`src/hspc_params.svh`:
```
/*
 Offsets, field positions, reset values and timing counts of the hot-swap
 supervision block. Assumes inclusion by bare name from the design files.
*/
`ifndef HSPC_PARAMS_SVH
`define HSPC_PARAMS_SVH

// ****************************************
// Command codes
// ****************************************
`define HSPC_CMD_OPERATION 8'h03
`define HSPC_CMD_CLEAR_FAULTS 8'h04
`define HSPC_CMD_OT_FAULT 8'h4f
`define HSPC_CMD_OT_WARN 8'h51
`define HSPC_CMD_VENDOR_STATUS 8'h80
`define HSPC_CMD_TEMPERATURE 8'h8d
`define HSPC_CMD_ALERT_MASK 8'hd8
`define HSPC_CMD_DEVICE_SETUP 8'hd9
`define HSPC_CMD_DIAG_WORD 8'he1

// ****************************************
// Reset values and operation codes
// ****************************************
`define HSPC_OP_ON 8'h80
`define HSPC_OP_OFF 8'h00
`define HSPC_RST_OPERATION 8'h80
`define HSPC_RST_OT_WARN 16'h007d
`define HSPC_RST_OT_FAULT 16'h0096
`define HSPC_RST_ALERT_MASK 16'h0000
`define HSPC_RST_DEVICE_SETUP 8'h06
`define HSPC_ADDR_BASE 7'h40

// ****************************************
// Field positions
// ****************************************
`define HSPC_VS_SHORTED_BIT 7
`define HSPC_DW_SHORTED_BIT 15
`define HSPC_DW_OT_WARN_BIT 14
`define HSPC_DW_OT_FAULT_BIT 13
`define HSPC_DW_LATCHED_BIT 12
`define HSPC_DW_UV_BIT 11
`define HSPC_DW_OV_BIT 10
`define HSPC_MASK_SHORTED_BIT 7
`define HSPC_MASK_OT_WARN_BIT 6
`define HSPC_SETUP_RETRY_LSB 0

// ****************************************
// Timing
// ****************************************
`define HSPC_CLK_PERIOD_NS 25
`define HSPC_TEMP_PERIOD_NS 1000000
`define HSPC_TEMP_PERIOD_CYCLES (`HSPC_TEMP_PERIOD_NS / `HSPC_CLK_PERIOD_NS)

`endif

```
`src/hspc_pkg.sv`:
```
/*
 Types shared by the hot-swap supervision block.
 Assumes nothing of its surroundings.
*/
package hspc_pkg;

  // ****************************************
  // Pin bundle and bus states
  // ****************************************
  typedef struct packed {
    logic en;
    logic ov;
    logic vref;
    logic sense;
    logic gateLow;
    logic trip;
    logic scl;
    logic sda;
    logic [1:0] strap0;
    logic [1:0] strap1;
    logic [1:0] strap2;
  } hspc_pins_s;

  typedef enum logic [2:0] {
    BUS_IDLE,
    BUS_RX,
    BUS_RXACK,
    BUS_TX,
    BUS_TXACK
  } hspc_bus_e;

endpackage

```
`src/hspc_ms_tick.sv`:
```
/*
 Sample cadence: one tick and one diode current pulse per sample period.
 Assumes one clock; reset is synchronous, active low.
*/
`timescale 1ns/1ps
`include "hspc_params.svh"

module hspc_ms_tick #(
  parameter int PERIOD_CYCLES = `HSPC_TEMP_PERIOD_CYCLES
) (
  input wire logic sys_clk,
  input wire logic reset_n,
  output logic tick,
  output logic diodePulse
);

  logic [31:0] count_reg;
  logic [31:0] count_next;
  logic tick_reg;
  logic tick_next;

  always_comb begin
    count_next = count_reg + 32'h1;
    tick_next = 1'b0;
    if (count_reg == 32'(PERIOD_CYCLES - 1)) begin
      count_next = 32'h0;
      tick_next = 1'b1;
    end
  end

  always_ff @(posedge sys_clk) begin
    if (!reset_n) begin
      count_reg <= 32'h0;
      tick_reg <= 1'b0;
    end else begin
      count_reg <= count_next;
      tick_reg <= tick_next;
    end
  end

  assign tick = tick_reg;
  assign diodePulse = tick_reg;

  chk_tick_spacing: assert property (@(posedge sys_clk) disable iff (!reset_n)
    tick_reg |=> !tick_reg [*2]) else $error("sample tick repeated too soon");

endmodule

```
`src/hspc_top.sv`:
```
/*
 Hot-swap supervision and control logic with its SMBus command slave.
 Assumes comparator and strap pins arrive asynchronously, temperature codes
 arrive from the analog front end on sys_clk, and SDA/SMBA are open drain.
*/
// How it works
// - Pulse diode current once per millisecond
// - Temperature command returns latest sample
// - Alert low above warning threshold
// - Gate off above fault threshold
// - Host rewrites warning and fault thresholds
// - Sense high with gate low flags short
// - Short drives alert unless masked
// - Enable low or overvoltage forces gate off
// - Enable toggle leaves latched-off state
// - Settings survive enable and overvoltage pins
// - Operation on enables, zero disables
// - Ternary straps latched into bus address
// - Reference low holds reset, clears settings
// - Address latched after reference rises
// - Retry count selectable, then latch off
`timescale 1ns/1ps
`include "hspc_params.svh"

module hspc_top #(
  parameter int TEMP_PERIOD_CYCLES = `HSPC_TEMP_PERIOD_CYCLES
) (
  input wire logic sys_clk,
  input wire logic reset_n,
  input wire logic sclPin,
  input wire logic sdaIn,
  output logic sdaOut,
  output logic sdaOe,
  output logic smbaOut,
  output logic smbaOe,
  input wire logic undervoltEnablePin,
  input wire logic overvoltLockoutPin,
  input wire logic vrefAboveCapture,
  input wire logic [1:0] addrStrapBit0,
  input wire logic [1:0] addrStrapBit1,
  input wire logic [1:0] addrStrapBit2,
  input wire logic senseAboveShort,
  input wire logic gateIsLow,
  input wire logic timerTrip,
  input wire logic [15:0] tempSample,
  input wire logic tempSampleValid,
  output logic diodePulse,
  output logic gateDrive,
  output logic latchedOff,
  output logic [6:0] busAddr
);

  // ****************************************
  // Pin synchronisers
  // ****************************************
  hspc_pkg::hspc_pins_s pinsRaw;
  hspc_pkg::hspc_pins_s pinsMeta;
  hspc_pkg::hspc_pins_s pinsSync;
  hspc_pkg::hspc_pins_s pinsPrev;

  assign pinsRaw = '{en: undervoltEnablePin, ov: overvoltLockoutPin, vref: vrefAboveCapture,
    sense: senseAboveShort, gateLow: gateIsLow, trip: timerTrip, scl: sclPin, sda: sdaIn,
    strap0: addrStrapBit0, strap1: addrStrapBit1, strap2: addrStrapBit2};

  always_ff @(posedge sys_clk) begin
    if (!reset_n) begin
      // Bus pins start at their idle high level, so no false edge follows reset
      pinsMeta <= '{scl: 1'b1, sda: 1'b1, default: '0};
      pinsSync <= '{scl: 1'b1, sda: 1'b1, default: '0};
      pinsPrev <= '{scl: 1'b1, sda: 1'b1, default: '0};
    end else begin
      pinsMeta <= pinsRaw;
      pinsSync <= pinsMeta;
      pinsPrev <= pinsSync;
    end
  end

  hspc_ms_tick #(.PERIOD_CYCLES(TEMP_PERIOD_CYCLES)) hspc_ms_tick_inst (
    .sys_clk(sys_clk),
    .reset_n(reset_n),
    .tick(),
    .diodePulse(diodePulse)
  );

  // ****************************************
  // Register file and protection state
  // ****************************************
  logic [7:0] operation_reg, operation_next;
  logic [15:0] otFault_reg, otFault_next;
  logic [15:0] otWarn_reg, otWarn_next;
  logic [15:0] alertMask_reg, alertMask_next;
  logic [7:0] setup_reg, setup_next;
  logic [15:0] temp_reg, temp_next;
  logic shorted_reg, shorted_next;
  logic latched_reg, latched_next;
  logic [4:0] retries_reg, retries_next;
  logic addrValid_reg, addrValid_next;
  logic [6:0] addr_reg, addr_next;
  logic gate_reg, gate_next;
  logic smba_reg, smba_next;
  logic otWarn, otFault, shortCond, enRise, tripRise, retryExhausted;
  logic wrStrobe, clearStrobe;
  logic [7:0] wrCmd;
  logic [15:0] wrData;
  logic [2:0] retryCode;

  // Retry code 0..5 gives 0,1,2,4,8,16 retries; 6 and 7 retry forever
  function automatic logic exhausted(input logic [2:0] code, input logic [4:0] used);
    logic [4:0] limit;
    limit = 5'h0;
    case (code)
      3'h0: limit = 5'h0;
      3'h1: limit = 5'h1;
      3'h2: limit = 5'h2;
      3'h3: limit = 5'h4;
      3'h4: limit = 5'h8;
      default: limit = 5'h10;
    endcase
    exhausted = (code < 3'h6) && (used >= limit);
  endfunction

  assign otWarn = temp_reg > otWarn_reg;
  assign otFault = temp_reg > otFault_reg;
  assign shortCond = pinsSync.sense && (pinsSync.gateLow || !gate_reg);
  assign enRise = pinsSync.en && !pinsPrev.en;
  assign tripRise = pinsSync.trip && !pinsPrev.trip;
  assign retryCode = setup_reg[`HSPC_SETUP_RETRY_LSB +: 3];
  assign retryExhausted = exhausted(retryCode, retries_reg);

  always_comb begin
    operation_next = operation_reg;
    otFault_next = otFault_reg;
    otWarn_next = otWarn_reg;
    alertMask_next = alertMask_reg;
    setup_next = setup_reg;
    temp_next = temp_reg;
    shorted_next = shorted_reg;
    latched_next = latched_reg;
    retries_next = retries_reg;
    addrValid_next = addrValid_reg;
    addr_next = addr_reg;
    if (tempSampleValid) begin
      temp_next = tempSample;
    end
    // Writes touch only host registers; pins never reach them
    if (wrStrobe) begin
      if (wrCmd == `HSPC_CMD_OPERATION) begin
        operation_next = wrData[7:0];
      end else if (wrCmd == `HSPC_CMD_OT_FAULT) begin
        otFault_next = wrData;
      end else if (wrCmd == `HSPC_CMD_OT_WARN) begin
        otWarn_next = wrData;
      end else if (wrCmd == `HSPC_CMD_ALERT_MASK) begin
        alertMask_next = wrData;
      end else if (wrCmd == `HSPC_CMD_DEVICE_SETUP) begin
        setup_next = wrData[7:0];
      end
    end
    if (clearStrobe) begin
      shorted_next = 1'b0;
    end
    // Set beats a clear in the same cycle
    if (shortCond) begin
      shorted_next = 1'b1;
    end
    if (enRise) begin
      latched_next = 1'b0;
      retries_next = 5'h0;
    end
    // A trip beats an enable edge in the same cycle unless already latched off
    if (tripRise && !latched_reg) begin
      if (retryExhausted) begin
        latched_next = 1'b1;
      end else begin
        retries_next = retries_reg + 5'h1;
      end
    end
    // Straps read only after reference is up, once per reset
    if (!addrValid_reg && pinsSync.vref) begin
      addrValid_next = 1'b1;
      addr_next = `HSPC_ADDR_BASE + 7'(pinsSync.strap2 * 5'd9 + pinsSync.strap1 * 5'd3 + pinsSync.strap0);
    end
    gate_next = (operation_reg == `HSPC_OP_ON) && !latched_next &&
      pinsSync.en && !pinsSync.ov &&
      !otFault;
    smba_next = (otWarn && !alertMask_reg[`HSPC_MASK_OT_WARN_BIT]) ||
      (shorted_reg && !alertMask_reg[`HSPC_MASK_SHORTED_BIT]);
  end

  // Reset is the reference-low reset: every setting returns here
  always_ff @(posedge sys_clk) begin
    if (!reset_n) begin
      operation_reg <= `HSPC_RST_OPERATION;
      otFault_reg <= `HSPC_RST_OT_FAULT;
      otWarn_reg <= `HSPC_RST_OT_WARN;
      alertMask_reg <= `HSPC_RST_ALERT_MASK;
      setup_reg <= `HSPC_RST_DEVICE_SETUP;
      temp_reg <= 16'h0000;
      shorted_reg <= 1'b0;
      latched_reg <= 1'b0;
      retries_reg <= 5'h0;
      addrValid_reg <= 1'b0;
      addr_reg <= 7'h00;
      gate_reg <= 1'b0;
      smba_reg <= 1'b0;
    end else begin
      operation_reg <= operation_next;
      otFault_reg <= otFault_next;
      otWarn_reg <= otWarn_next;
      alertMask_reg <= alertMask_next;
      setup_reg <= setup_next;
      temp_reg <= temp_next;
      shorted_reg <= shorted_next;
      latched_reg <= latched_next;
      retries_reg <= retries_next;
      addrValid_reg <= addrValid_next;
      addr_reg <= addr_next;
      gate_reg <= gate_next;
      smba_reg <= smba_next;
    end
  end

  assign gateDrive = gate_reg;
  assign latchedOff = latched_reg;
  assign busAddr = addr_reg;
  assign smbaOut = 1'b0;
  assign smbaOe = smba_reg;

  // ****************************************
  // SMBus slave
  // ****************************************
  hspc_pkg::hspc_bus_e bus_reg, bus_next;
  logic [7:0] shift_reg, shift_next;
  logic [3:0] bitCnt_reg, bitCnt_next;
  logic [1:0] byteNum_reg, byteNum_next;
  logic [7:0] cmd_reg, cmd_next;
  logic [7:0] low_reg, low_next;
  logic [7:0] high_reg, high_next;
  logic rw_reg, rw_next;
  logic more_reg, more_next;
  logic drive_reg, drive_next;
  logic wr_reg, wr_next;
  logic clr_reg, clr_next;
  logic sclRise, sclFall, startCond, stopCond;
  logic [15:0] rdWord;
  logic [15:0] diagWord;

  assign sclRise = pinsSync.scl && !pinsPrev.scl;
  assign sclFall = !pinsSync.scl && pinsPrev.scl;
  assign startCond = pinsSync.scl && pinsPrev.scl && !pinsSync.sda && pinsPrev.sda;
  assign stopCond = pinsSync.scl && pinsPrev.scl && pinsSync.sda && !pinsPrev.sda;

  always_comb begin
    diagWord = 16'h0000;
    diagWord[`HSPC_DW_SHORTED_BIT] = shorted_reg;
    diagWord[`HSPC_DW_OT_WARN_BIT] = otWarn;
    diagWord[`HSPC_DW_OT_FAULT_BIT] = otFault;
    diagWord[`HSPC_DW_LATCHED_BIT] = latched_reg;
    diagWord[`HSPC_DW_UV_BIT] = !pinsSync.en;
    diagWord[`HSPC_DW_OV_BIT] = pinsSync.ov;
    rdWord = 16'h0000;
    if (cmd_reg == `HSPC_CMD_OPERATION) begin
      rdWord = {8'h00, operation_reg};
    end else if (cmd_reg == `HSPC_CMD_OT_FAULT) begin
      rdWord = otFault_reg;
    end else if (cmd_reg == `HSPC_CMD_OT_WARN) begin
      rdWord = otWarn_reg;
    end else if (cmd_reg == `HSPC_CMD_VENDOR_STATUS) begin
      rdWord = 16'(shorted_reg) << `HSPC_VS_SHORTED_BIT;
    end else if (cmd_reg == `HSPC_CMD_TEMPERATURE) begin
      rdWord = temp_reg;
    end else if (cmd_reg == `HSPC_CMD_ALERT_MASK) begin
      rdWord = alertMask_reg;
    end else if (cmd_reg == `HSPC_CMD_DEVICE_SETUP) begin
      rdWord = {8'h00, setup_reg};
    end else if (cmd_reg == `HSPC_CMD_DIAG_WORD) begin
      rdWord = diagWord;
    end
  end

  always_comb begin
    bus_next = bus_reg;
    shift_next = shift_reg;
    bitCnt_next = bitCnt_reg;
    byteNum_next = byteNum_reg;
    cmd_next = cmd_reg;
    low_next = low_reg;
    high_next = high_reg;
    rw_next = rw_reg;
    more_next = more_reg;
    drive_next = drive_reg;
    wr_next = 1'b0;
    clr_next = 1'b0;
    if (startCond) begin
      bus_next = hspc_pkg::BUS_RX;
      bitCnt_next = 4'h0;
      byteNum_next = 2'h0;
      drive_next = 1'b0;
    end else if (stopCond) begin
      bus_next = hspc_pkg::BUS_IDLE;
      drive_next = 1'b0;
    end else begin
      case (bus_reg)
        hspc_pkg::BUS_RX: begin
          if (sclRise) begin
            shift_next = {shift_reg[6:0], pinsSync.sda};
            bitCnt_next = bitCnt_reg + 4'h1;
          end else if (sclFall && bitCnt_reg == 4'h8) begin
            bitCnt_next = 4'h0;
            bus_next = hspc_pkg::BUS_RXACK;
            drive_next = 1'b1;
            if (byteNum_reg != 2'h3) begin
              byteNum_next = byteNum_reg + 2'h1;
            end
            if (byteNum_reg == 2'h0) begin
              rw_next = shift_reg[0];
              if (!addrValid_reg || shift_reg[7:1] != addr_reg) begin
                bus_next = hspc_pkg::BUS_IDLE;
                drive_next = 1'b0;
              end
              low_next = rdWord[7:0];
              high_next = rdWord[15:8];
            end else if (byteNum_reg == 2'h1) begin
              cmd_next = shift_reg;
              clr_next = shift_reg == `HSPC_CMD_CLEAR_FAULTS;
            end else if (byteNum_reg == 2'h2) begin
              low_next = shift_reg;
              wr_next = cmd_reg == `HSPC_CMD_OPERATION || cmd_reg == `HSPC_CMD_DEVICE_SETUP;
            end else begin
              high_next = shift_reg;
              wr_next = cmd_reg != `HSPC_CMD_OPERATION && cmd_reg != `HSPC_CMD_DEVICE_SETUP;
            end
          end
        end
        hspc_pkg::BUS_RXACK: begin
          if (sclFall) begin
            if (rw_reg) begin
              bus_next = hspc_pkg::BUS_TX;
              drive_next = !low_reg[7];
              shift_next = {low_reg[6:0], 1'b0};
              bitCnt_next = 4'h1;
            end else begin
              bus_next = hspc_pkg::BUS_RX;
              drive_next = 1'b0;
            end
          end
        end
        hspc_pkg::BUS_TX: begin
          if (sclFall) begin
            if (bitCnt_reg == 4'h8) begin
              drive_next = 1'b0;
              bus_next = hspc_pkg::BUS_TXACK;
            end else begin
              drive_next = !shift_reg[7];
              shift_next = {shift_reg[6:0], 1'b0};
              bitCnt_next = bitCnt_reg + 4'h1;
            end
          end
        end
        hspc_pkg::BUS_TXACK: begin
          if (sclRise) begin
            more_next = !pinsSync.sda;
          end else if (sclFall) begin
            if (more_reg) begin
              bus_next = hspc_pkg::BUS_TX;
              drive_next = !high_reg[7];
              shift_next = {high_reg[6:0], 1'b0};
              bitCnt_next = 4'h1;
              high_next = 8'h00;
            end else begin
              bus_next = hspc_pkg::BUS_IDLE;
            end
          end
        end
        default: begin
          drive_next = 1'b0;
        end
      endcase
    end
  end

  always_ff @(posedge sys_clk) begin
    if (!reset_n) begin
      bus_reg <= hspc_pkg::BUS_IDLE;
      shift_reg <= 8'h00;
      bitCnt_reg <= 4'h0;
      byteNum_reg <= 2'h0;
      cmd_reg <= 8'h00;
      low_reg <= 8'h00;
      high_reg <= 8'h00;
      rw_reg <= 1'b0;
      more_reg <= 1'b0;
      drive_reg <= 1'b0;
      wr_reg <= 1'b0;
      clr_reg <= 1'b0;
    end else begin
      bus_reg <= bus_next;
      shift_reg <= shift_next;
      bitCnt_reg <= bitCnt_next;
      byteNum_reg <= byteNum_next;
      cmd_reg <= cmd_next;
      low_reg <= low_next;
      high_reg <= high_next;
      rw_reg <= rw_next;
      more_reg <= more_next;
      drive_reg <= drive_next;
      wr_reg <= wr_next;
      clr_reg <= clr_next;
    end
  end

  assign wrStrobe = wr_reg;
  assign clearStrobe = clr_reg;
  assign wrCmd = cmd_reg;
  assign wrData = {high_reg, low_reg};
  assign sdaOut = 1'b0;
  assign sdaOe = drive_reg;

  // ****************************************
  // Checks
  // ****************************************
  chk_gate_pin_off: assert property (@(posedge sys_clk) disable iff (!reset_n)
    (!pinsSync.en || pinsSync.ov) |=> !gateDrive) else $error("gate on while pins forbid it");
  chk_ot_fault_off: assert property (@(posedge sys_clk) disable iff (!reset_n)
    (temp_reg > otFault_reg) |=> !gateDrive) else $error("gate on above fault threshold");
  chk_ot_warn_alert: assert property (@(posedge sys_clk) disable iff (!reset_n)
    (otWarn && !alertMask_reg[`HSPC_MASK_OT_WARN_BIT]) |=> smbaOe) else $error("no alert above warning");
  chk_short_flag_set: assert property (@(posedge sys_clk) disable iff (!reset_n)
    shortCond |=> shorted_reg ##1 (smbaOe || alertMask_reg[`HSPC_MASK_SHORTED_BIT]))
    else $error("short not flagged");
  chk_short_flag_hold: assert property (@(posedge sys_clk) disable iff (!reset_n)
    (shorted_reg && !clearStrobe) |=> shorted_reg) else $error("short flag dropped");
  chk_temp_capture: assert property (@(posedge sys_clk) disable iff (!reset_n)
    tempSampleValid |=> (temp_reg == $past(tempSample))) else $error("sample not held");
  chk_latch_release: assert property (@(posedge sys_clk) disable iff (!reset_n)
    (latched_reg && enRise) |=> !latched_reg) else $error("enable toggle kept latch");
  chk_op_off_gate: assert property (@(posedge sys_clk) disable iff (!reset_n)
    (wrStrobe && wrCmd == `HSPC_CMD_OPERATION && wrData[7:0] == `HSPC_OP_OFF) |=> ##1 !gateDrive)
    else $error("gate on after off write");
  chk_addr_stable: assert property (@(posedge sys_clk) disable iff (!reset_n)
    addrValid_reg |=> (addrValid_reg && $stable(addr_reg))) else $error("address changed");

endmodule

```
`config.mk`:
```
export PLATFORM = sky130hd
export DESIGN_NAME = hspc_top
export DESIGN_NICKNAME = d
export VERILOG_FILES = /design/src/hspc_pkg.sv /design/src/hspc_ms_tick.sv /design/src/hspc_top.sv
export VERILOG_INCLUDE_DIRS = /design/src /design/src/src
export SDC_FILE = /design/constraint.sdc
export NUM_CORES = 1
export LEC_CHECK = 0
export BUFFER_PORTS_ARGS = -buffer_cell sky130_fd_sc_hd__buf_4
export CAP_MARGIN = 10
export CORE_MARGIN = 5
export CORE_UTILIZATION = 55
export DETAILED_ROUTE_END_ITERATION = 10
export HOLD_SLACK_MARGIN = 0.06
export PLACE_DENSITY_LB_ADDON = 0.15
export SLEW_MARGIN = 10
export SYNTH_ARGS = -nofsm -noshare
export SYNTH_HDL_FRONTEND = slang
export SYNTH_SLANG_ARGS = --single-unit
```
`constraint.sdc`:
```
create_clock -name sys_clk -period 3.2 [get_ports sys_clk]
set_input_delay 0 -clock sys_clk [delete_from_list [all_inputs] [get_ports sys_clk]]
set_output_delay 0 -clock sys_clk [all_outputs]
set_load 0.02 [all_outputs]
```
## After elaboration in Yosys (flattened, before gate mapping)

Cells that the tools add are included.

- Flip-flop bits (word level): 208
- Output and inout bits: 14
- Word-level logic and storage cells: 274

- Add/sub/neg operators: 7
- $mul: 2
- Order comparisons: 4
- Equal/unequal tests: 48
- Mux-type cells: 76
- Bitwise gates (word level): 12
- Reduce and logical (&&, ||, !) cells: 71

Operators with widths:

| operator | count |
|---|---|
| $mux 8 | 19 |
| $mux 16 | 8 |
| $eq 8x8->1 const B | 6 |
| $mux 4 | 9 |
| $add 32x1->32 const B | 1 |
| $eq 32x16->1 const B | 1 |
| $gt 16x16->1 | 2 |
| $pmux 8 s4 | 1 |
| $ne 4x4->1 const B | 7 |
| $ne 2x2->1 const B | 13 |
| $pmux 5 s5 | 1 |
| $logic_and 1x1->1 | 21 |
| $mux 3 | 7 |
| $reduce_and 7->1 | 3 |
| $mux 1 | 20 |
| $reduce_and 10->1 | 2 |
| $logic_not 1->1 | 18 |
| $eq 8x7->1 const B | 2 |
| $pmux 4 s4 | 1 |
| $pmux 8 s2 | 1 |
| $reduce_and 8->1 | 2 |
| $reduce_or 8->1 | 2 |
| $mux 5 | 3 |
| $eq 3x2->1 const B | 4 |
| other kinds (39) | 66 |

## Depth between registers and ports, before layout

Gate-level depths: netlist of run 1.

- Word-level depth: 13
- Depth in mapped cells: 10

## By module

A second synthesis of run 1 with hierarchy kept.

- Cell total of the unflattened synthesis: 1265
- Area, all modules: 10506.3 sq um

By module, submodules not included:

| module | times used | cells an instance | area an instance (sq um) |
|---|---|---|---|
| hspc_top | 1 | 1078 | 8898.5 |
| hspc_ms_tick | 1 | 187 | 1607.8 |

## Worst setup path before layout of run 1

OpenSTA, ideal clock, no wires.

- Path type: reg2reg
- Start point: reg pinsSync[1] (netlist bit)
- End point: reg addr_reg[3], in the netlist busAddr[3]
- Library setup time: 128 ps
- Arrival: 2244 ps
- Data required time: 3072 ps
- Path slack: 828 ps
- Cell stages (with the launch flop): 11
- Buffers on the path: 0
- Path through: dfxtp_1 -> fa_1 -> inv_1 -> fa_1 -> inv_1 -> ha_1 -> inv_1 -> fa_1 -> xnor2_1 -> mux2i_1 -> nor2_1

- Cells in the longest elaborated chain, start to end: 4

RTL lines:

| element | RTL line | text |
|---|---|---|
| start, declared | hspc_top.sv:58 | `hspc_pkg::hspc_pins_s pinsSync;` |
| start signal, assigned | hspc_top.sv:73 | `pinsSync <= pinsMeta;` |
| $mul 2x4->6 | hspc_top.sv:181 | `` addr_next = `HSPC_ADDR_BASE + 7'(pinsSync.strap2 * 5'd9 + pinsSync.strap1 * 5'd3 + pinsSync.strap0); `` |
| $add 6x4->7 | hspc_top.sv:181 |  |
| $add 7x2->7 | hspc_top.sv:181 |  |
| $add 7x7->7 (no line) | - |  |
| end signal, assigned | hspc_top.sv:217 | `addr_reg <= addr_next;` |
| end, declared | hspc_top.sv:98 | `logic [6:0] addr_reg, addr_next;` |

No other way between the ends.
A chain may end at the register's enable or synchronous reset.

## Worst setup path after layout of run 1

- Start point: reg cmd_reg[1]
- End point: reg setup_reg[5]

- Cells in the longest elaborated chain, start to end: 3
- Elaborated cells between the ends (all ways): 10
- Those cells by class: eq/ne: 5; bitwise: 4; reduce/logical: 1

RTL lines:

| element | RTL line | text |
|---|---|---|
| start, declared | hspc_top.sv:236 | `logic [7:0] cmd_reg, cmd_next;` |
| start signal, assigned | hspc_top.sv:401 | `cmd_reg <= cmd_next;` |
| $eq 8x8->1 (no line), or another cell as far along | - |  |
| $not 1->1 (no line) | - |  |
| $reduce_and 6->1 (no line) * | - |  |
| end signal, assigned | hspc_top.sv:197 | `` setup_reg <= `HSPC_RST_DEVICE_SETUP; `` |
| end signal, assigned | hspc_top.sv:211 | `setup_reg <= setup_next;` |
| end, declared | hspc_top.sv:92 | `logic [7:0] setup_reg, setup_next;` |

Mark *: on every way between the ends. The rest lies on a longest branch, timed or not.

==> results of run 1 <==
==> layer usage <==
layer | up-vias | GRT usage | share of wire
met3 | 81 | 0.0345 | 0.058
met4 | 0 | 0.104 | 0.043
met5 | - | 0 | 0
met1 | 4349 | 0.341 | 0.44
met2 | 293 | 0.411 | 0.46
li1 | 4505 | - | -
==> cells in the final DEF, fill, tap and decap left out, types with 18 or more instances in the layout <==
| cell type | synthesis | final |
|---|---|---|
| buf_4 | 4 | 58 |
| dfxtp_1 | 207 | 207 |
| dlygate4sd3_1 | 0 | 49 |
| clkbuf_16 | 0 | 24 |
| nor3_1 | 18 | 18 |
| o21ai_0 | 34 | 34 |
| nand2_1 | 173 | 173 |
| mux2i_1 | 39 | 39 |
| ha_1 | 52 | 52 |
| a21oi_1 | 114 | 114 |
| nand3_1 | 41 | 41 |
| o22ai_1 | 19 | 19 |
| and2_1 | 34 | 34 |
| inv_1 | 62 | 61 |
| nor2_1 | 124 | 124 |
| xnor2_1 | 21 | 21 |
| xor2_1 | 21 | 21 |
==> area by class of cell <==
class / count / share of cell area
multi-input combinational: 914 / 0.468
sequential: 207 / 0.340
timing repair buffer: 108 / 0.0777
clock buffer: 32 / 0.0567
tap: 234 / 0.0240
inverter: 63 / 0.0195
clock inverter: 10 / 0.0133
==> kinds of logic (layout without fill, tap and decap cells) <==
group                      after synthesis  count (layout)
adders and majority gates               55              55
buffers and inverters                  131             213
xor gates and xnor gates                42              42
DFF                                    207             207
and+or+nand+nor                        501             501
AOI/OAI and AO/OA                      267             267
muxes                                   47              47
other                                    1               2
==> where the power goes <==
group / internal, mW / leakage [nW] / switching, mW / total, mW
clock: 1.83 / 0.424 / 1.09 / 2.92
combinational: 0.166 / 2.65 / 0.169 / 0.334
sequential: 2.62 / 1.68 / 0.0423 / 2.66
==> through the flow <==
stage / power [mW] / instance area (um2) / instances
floorplan: 2.89 / 10400 / 1252
global placement: 2.99 / 10800 / 1477
detailed placement: 2.99 / 10800 / 1477
CTS: 5.96 / 12200 / 1568
global route: 6.12 / 12200 / 1568
finish: 5.92 / 12200 / 1568
==> timing repair <==
action	4_1_cts	5_1_grt
setup buffers	0	0
hold buffers	49	0
hold endpoints to repair	51	0
==> final timing paths <==
kind                    start           end  depth (start not counted)
max                cmd_reg[1]  setup_reg[5]                          6
min reg2reg       pinsMeta[6]   pinsSync[6]                          1
min          addrStrapBit2[0]   pinsMeta[0]                          3
max reg2reg        cmd_reg[1]  setup_reg[5]                          6
==> tightest hold or removal path: stages <==
cell and delay (ps):
dlygate4sd3_1 520, buf_4 90, and2_1 100
==> results_dict.tcl, run 1 <==
set metrics [dict create \
    fin_nets 1406 \
    synth.top_cells.by_count "dfxtp_1 (207), nand2_1 (173), nor2_1 (124)" \
    critPathRequiredTime_ps 3590 \
    cts_sinks 207 \
    rsz0062_at_grt "no" \
    grt_pass1_vias 8927 \
    ys_warn_count 0 \
    synth_seq_cells 207 \
    pre_cts_slack_ps 603 \
    drc 0 \
    first_pass_iters 5 \
    seqCellArea_um2 4140 \
    nFillCells 1569 \
    status "completed" \
    powerDensity_nw_per_um2 486 \
    slew_headroom 0.445 \
    portBuffers 44 \
    core_area_um2 18600 \
    fin_ws_ps 538 \
    die_y_um 147 \
    synth-seq-area-share 0.400 \
    yosys.area_share.simple 0.238 \
    yosys.area.top_type "dfxtp_1" \
    fp.dieW_um 147 \
    rrSetupSlack_ps 540 \
    yosysUniqueCellTypes 70 \
    crit_path_cell_trace "nor4b_2 -> and3_1 -> nor4b_2 -> nand3_1 -> mux2i_1 -> nor2_1" \
    synth_top_area_frac 0.400 \
    largest_register_ffs 32 \
    critPathTopFamily "simple AND/OR/NAND/NOR gates" \
    clkTransAtPathRegs_ps 60 \
    syn_to_final_growth_pct 17.5 \
    grt_pass1_wl_mm 45.6 \
    cp-start-kind "flip-flop" \
    max_clock_freq_mhz 376 \
    cts.path.max_buffers 3 \
    whs_ps 229 \
    ys_top_cells_by_area "dfxtp_1 (40%), ha_1 (6.3%), nand2_1 (6.3%), a21oi_1 (5.5%), nor2_1 (4.5%)" \
    synthCells 1251 \
    post_cts_resized 0 \
    multi_input_area_um2 5700 \
    cpPeakStageDelay_ps 620 \
    antenna_found_initial 0 \
    antennaDiodeCount 0 \
    fin_worst_skew_ps 10.2 \
    setup_viol 0 \
    peakVddDrop_uv 423 \
    post_synth_mux_area_share 0.0463 \
    leakagePower_nw 4.75 \
    synth_flop_cell "dfxtp_1" \
    h-tree-depth 1 \
    cts_buffers 24 \
    slew_viol_final 0 \
    synth_edf_count 0 \
    vias 9228 \
    gp_congestion 0.963 \
    wl_mm 27.7 \
    final_layout_size_suffix_gt1_frac 0.0900 \
    yosysMostFrequentCell "dfxtp_1" \
    synthAdderAreaFrac 0.0686 \
    critPathKind "reg2reg" \
    crit_top_cell "nor4b_2" \
    drt_iter0_drc 665 \
    async_flop_share 0 \
    gr-usage-all-layers 0.253 \
    min_period_over_period 0.832 \
    die-area_um2 21700 \
    clk_latency_ps 520 \
    synth_top_family_by_area "simple AND/OR/NAND/NOR gates" \
    pin_count 47 \
    finalHoldViolations 0 \
    grt_max_degree 112 \
    via_per_inst 5.89 \
    avgRoutedWirePerCell_um 17.7 \
    drv_cap 0 \
    hold_path.class "in2reg" \
    gr-total-overflow 0 \
    critPathMaxFanout 15 \
    syn-cell-area_um2 10400 \
    avgSynthCellArea_um2 8.29 \
    synth_compound_area_frac 0.161 \
    critPathBufInv 0 \
    slowest_stage "and3_1" \
    placementRows 50 \
    tightest_slew_ps 833 \
    start_util 0.556 \
    dp_hpwl_mm 19.2 \
    tns_ps 0 \
    min_period_ps 2660 \
    critPathCaptureType "flip-flop" \
    worstPathArrival_ps 3050 \
    postRouteAntennaNets 0 \
    cts_root_buffer "clkbuf_16" \
    synthXorXnorAreaFrac 0.0355 \
    cts_tree "yes" \
    fin_util 0.653 \
]
(Power assumes the default switching activity.)
==> run 2, diff against run 1 <==
clock period = 2.5 ns   (was 3.2 ns; I/O delays follow)
==> run 2 against run 1 <==
Against the previous run: routed wire length up 1.5%; non-clock buffer count up 38; count of clock-buffer cells in the layout down 3; cell count up 2.4%; register-to-register slack worse by 490 ps; setup slack worse by 490 ps; critical path depth up 4; total power up 24%; sequential power up 28%; worst hold slack better by 14 ps; first-iteration DRC count up 15%; combinational power up 33%.
==> results_dict.tcl, run 2 (same netlist as run 1, synthesis figures left out) <==
set metrics [dict create \
    status "completed" \
    layout_commonest_cell "dfxtp_1" \
    gr-usage-all-layers 0.258 \
    fp.dieW_um 147 \
    critPathKind "reg2reg" \
    pin_count 47 \
    fin_nets 1443 \
    min_period_ps 2450 \
    cp-start-kind "flip-flop" \
    crit_path_cell_trace "fa_1 -> inv_2 -> fa_1 -> inv_1 -> ha_2 -> inv_2 -> fa_2 -> xnor2_1 -> mux2i_1 -> nor2_1" \
    setup_viol 0 \
    p_switching_mw 1.65 \
    first_pass_iters 5 \
    power.share.clock 0.476 \
    slew_headroom 0.558 \
    seqPwrFrac 0.464 \
    slowest_stage "fa_1" \
    clkTransAtPathRegs_ps 60 \
    cts.path.max_buffers 3 \
    critPathMaxFanout 2 \
    die_y_um 147 \
    critPathRequiredTime_ps 2880 \
    drv_cap 0 \
    placementRows 50 \
    cp.depth 10 \
    final_layout_size_suffix_gt1_frac 0.120 \
    core_area_um2 18600 \
    critPathCaptureType "flip-flop" \
    vias 9326 \
    gp_congestion 0.930 \
    post_cts_buffers 0 \
    critPathTopFamily "adder cells" \
    peakVddDrop_uv 847 \
    pre_cts_slack_ps 2.57 \
    slew_viol_final 0 \
    start_util 0.556 \
    leakagePower_nw 4.90 \
    tightest_slew_ps 662 \
    drt_iter0_drc 763 \
    gr-total-overflow 0 \
    fin_ws_ps 49.9 \
    powerDensity_nw_per_um2 592 \
    wl_mm 28.1 \
    cts_root_buffer "clkbuf_16" \
    antenna_found_initial 0 \
    via_per_inst 5.81 \
    tns_ps 0 \
    rsz0062_at_grt "yes" \
    power_frac_comb 0.060 \
    cts_buffers 23 \
    cpPeakStageDelay_ps 550 \
    worstHoldPathCells 3 \
    antennaDiodeCount 0 \
    clk_latency_ps 520 \
    grt_pass1_wl_mm 46.5 \
    largest_register_ffs 32 \
    h-tree-depth 1 \
    dp_hpwl_mm 19.9 \
    die-area_um2 21700 \
    grt_max_degree 47 \
    cts_sinks 207 \
    syn_to_final_growth_pct 19.7 \
    cts_tree "yes" \
    min_period_over_period 0.980 \
    total_power_mw 7.34 \
    max_clock_freq_mhz 408 \
    avgRoutedWirePerCell_um 17.5 \
    grt_pass1_vias 9083 \
    layout_common_cells "dfxtp_1 (206), nand2_1 (173), nor2_1 (124), a21oi_1 (113), buf_4 (97)" \
    portBuffers 44 \
    drc 0 \
    p_sw_frac 0.224 \
    postRouteAntennaNets 0 \
    reg2reg_depth 10 \
    critPathBufInv 3 \
    fin_worst_skew_ps 8.35 \
    worstPathArrival_ps 2830 \
    power.internal_mw 5.69 \
    hold_path.class "in2reg" \
    finalHoldViolations 0 \
]
-- run 2: power by group through the flow --
stage,Clock [mW],Sequential (mW),Combinational [mW]
finish,3.49,3.40,0.443
global route,3.69,3.41,0.491
CTS,3.54,3.40,0.436
detailed placement,0,3.47,0.363
global placement,0,3.47,0.355
floorplan,0,3.46,0.234
-- run 2: final timing paths --
kind / from / to / slack [ps]
max: pinsSync[1] / busAddr[3] / 50
max reg2reg: pinsSync[1] / busAddr[3] / 50
min reg2reg: pinsMeta[6] / pinsSync[6] / 420
min: addrStrapBit0[0] / pinsMeta[4] / 240
-- run 2: what timing repair did --
item,CTS,global route
pin swaps,0,1
hold endpoints to repair,43,0
gates resized for setup,1,7
endpoints found under the setup margin,1,10
hold buffers,49,0
-- run 2: final cells by class --
class	instances	area, um2
clock inverter	12	148
sequential	207	4150
fill	1558	6240
timing repair buffer	146	1220
tap	234	293
inverter	63	238
clock buffer	29	638
multi-input combinational	914	5730
-- run 2: metal layers --
metal  part of all wire  wire, um  up-vias  track usage
met5                  0         0        -            0
met2               0.47     13300      321        0.434
li1                   -         -     4581            -
met4              0.034       947        0       0.0820
met1               0.44     12200     4354        0.347
met3              0.059      1660       70       0.0330
-- run 2: worst register-to-register path, stage by stage (launching register included) --
cell	delay, ps
dfxtp_2	330
fa_1	550
inv_2	40
fa_1	440
inv_1	70
ha_2	180
inv_2	40
fa_2	350
xnor2_1	130
mux2i_1	130
nor2_1	60
-- run 2: per-stage QoR --
step | hold slack (ps) | instances | utilization | area, um2
final | 243 | 1605 | 0.666 | 12400
after global routing | 265 | 1605 | 0.666 | 12400
after CTS | 222 | 1605 | 0.664 | 12400
after detailed placement | 200 | 1515 | 0.596 | 11100
after global placement | 195 | 1515 | 0.596 | 11100
after floorplan | 101 | 1252 | - | 10400
==> run 3, diff against run 2 <==
clock period = 3.1 ns   (was 2.5 ns; I/O delays follow)
==> run 3 against run 2 <==
Against the previous run: total power shrank 19%; flip-flop and latch count is the same; via count shrank 0.84%; clock power shrank 18%; sequential power shrank 19%; largest cell class unchanged; clock skew is essentially flat; count of clock-buffer cells in the layout grew 3; fmax shrank 7.0%; critical endpoint is now setup_reg[5]; non-clock buffer count shrank 31; utilization shrank 1.2 points.
==> results_dict.tcl, run 3 (same netlist as run 1, synthesis figures left out) <==
set metrics [dict create \
    crit_path_cell_trace "nor4b_2 -> and3_1 -> nor4b_2 -> nand3_1 -> mux2i_1 -> nor2_1" \
    max_clock_freq_mhz 380 \
    tightest_slew_ps 779 \
    cts_buffers 23 \
    gr-total-overflow 0 \
    worstHoldPathCells 3 \
    layout_commonest_cell "dfxtp_1" \
    wl_mm 27.7 \
    status "completed" \
    clk_latency_ps 520 \
    critPathCaptureType "flip-flop" \
    core_area_um2 18600 \
    gr-usage-all-layers 0.253 \
    grt_pass1_wl_mm 45.7 \
    rrSetupSlack_ps 470 \
    crit_top_cell "nor4b_2" \
    cpPeakStageDelay_ps 610 \
    final_layout_size_suffix_gt1_frac 0.0934 \
    p_sw_frac 0.218 \
    leakagePower_nw 4.76 \
    setup_viol 0 \
    cp-start-kind "flip-flop" \
    cts_tree "yes" \
    h-tree-depth 1 \
    peakVddDrop_uv 358 \
    avgRoutedWirePerCell_um 17.6 \
    start_util 0.556 \
    critPathRequiredTime_ps 3490 \
    die_y_um 147 \
    rsz0062_at_grt "no" \
    power_frac_comb 0.059 \
    p_switching_mw 1.30 \
    layout_common_cells "dfxtp_1 (207), nand2_1 (173), nor2_1 (124), a21oi_1 (114), buf_4 (65)" \
    grt_pass1_vias 8881 \
    placementRows 50 \
    antenna_found_initial 0 \
    power.internal_mw 4.67 \
    reg2reg_from "cmd_reg[1]" \
    fin_nets 1412 \
    clkTransAtPathRegs_ps 60 \
    post_cts_buffers 0 \
    first_pass_iters 5 \
    hold_path.class "in2reg" \
    min_period_over_period 0.850 \
    slowest_stage "dfxtp_1" \
    vias 9248 \
    syn_to_final_growth_pct 17.5 \
    drv_cap 0 \
    power.share.clock 0.481 \
    seqPwrFrac 0.460 \
    portBuffers 44 \
    gp_congestion 0.968 \
    crit_end "setup_reg[5]" \
    finalHoldViolations 0 \
    die-area_um2 21700 \
    pin_count 47 \
    cts.path.max_buffers 3 \
    grt_max_degree 112 \
    tns_ps 0 \
    reg2reg_depth 6 \
    critPathMaxFanout 15 \
    cts_root_buffer "clkbuf_16" \
    largest_register_ffs 32 \
    via_per_inst 5.88 \
    powerDensity_nw_per_um2 490 \
    min_period_ps 2630 \
    worstPathArrival_ps 3020 \
    fp.dieW_um 147 \
    critPathKind "reg2reg" \
    fin_ws_ps 466 \
    slew_viol_final 0 \
    pre_cts_slack_ps 503 \
    cts_sinks 207 \
    antennaDiodeCount 0 \
    rr_endpoint "setup_reg[5]" \
    fin_util 0.654 \
    fin_worst_skew_ps 8.31 \
    slew_headroom 0.481 \
    drt_iter0_drc 806 \
    postRouteAntennaNets 0 \
    worstSetupStartpoint "cmd_reg[1]" \
    dp_hpwl_mm 19.2 \
    drc 0 \
    nFillCells 1537 \
]
==> run 3: cell count changes in the layout (fill, tap and decap cells not counted), sizes merged <==
cell	change
buf	-31
clkinv	-4
clkbuf	+3
inv	-1
==> run 3: power groups by stage <==
stage / combinational, mW / clock (mW) / sequential (mW)
after floorplan: 0.189 / 0 / 2.79
after global placement: 0.283 / 0 / 2.80
after detailed placement: 0.290 / 0 / 2.80
after CTS: 0.349 / 2.93 / 2.74
after global routing: 0.389 / 3.04 / 2.75
final: 0.353 / 2.87 / 2.75
==> run 3: worst max-delay path: cells and delay by family (launching register included) <==
family	cells	cell delay (ps)
flip-flops	1	610
AND/OR/NAND/NOR	5	1610
multiplexers	1	260
==> run 3: how the worst min path moves through the flow <==
| stage | start | endpoint | slack (ps) |
|---|---|---|---|
| 2_1_floorplan | sdaIn | pinsMeta[6] | 100 |
| 6_report | addrStrapBit0[0] | pinsMeta[4] | 240 |
| 3_5_place_dp | sdaIn | pinsMeta[6] | 200 |
| 5_1_grt | addrStrapBit2[0] | pinsMeta[0] | 250 |
| 4_1_cts | addrStrapBit2[0] | pinsMeta[0] | 230 |
| 3_3_place_gp | sdaIn | pinsMeta[6] | 190 |
==> run 3: timing repair <==
| item | 4_1_cts | 5_1_grt |
|---|---|---|
| hold buffers | 49 | 0 |
| resized for setup | 0 | 0 |
| endpoints found under the hold margin | 55 | 0 |
==> run 3: stage by stage <==
step	area [um2]	std cells	hold slack, ps	total power, mW
6_report	12200	1572	239	5.97
5_1_grt	12200	1572	252	6.18
4_1_cts	12200	1572	227	6.02
3_5_place_dp	10900	1484	197	3.09
3_3_place_gp	10900	1484	194	3.09
2_1_floorplan	10400	1252	101	2.98
==> run 3: final cells by class <==
| cell class | count | area (um2) | share of cell area |
|---|---|---|---|
| Clock buffer | 32 | 689 | 0.0566 |
| Clock inverter | 7 | 119 | 0.00975 |
| Inverter | 63 | 238 | 0.0195 |
| Multi-Input combinational cell | 914 | 5700 | 0.468 |
| Sequential cell | 207 | 4140 | 0.340 |
| Tap cell | 234 | 293 | 0.0240 |
| Timing Repair Buffer | 115 | 998 | 0.0819 |
==> run 3: per-layer routing <==
layer,global-route usage,up-vias,share of wire
li1,-,4513,-
met2,0.418,305,0.46
met5,0,-,0
met1,0.343,4369,0.44
met3,0.0389,61,0.062
met4,0.0797,0,0.030
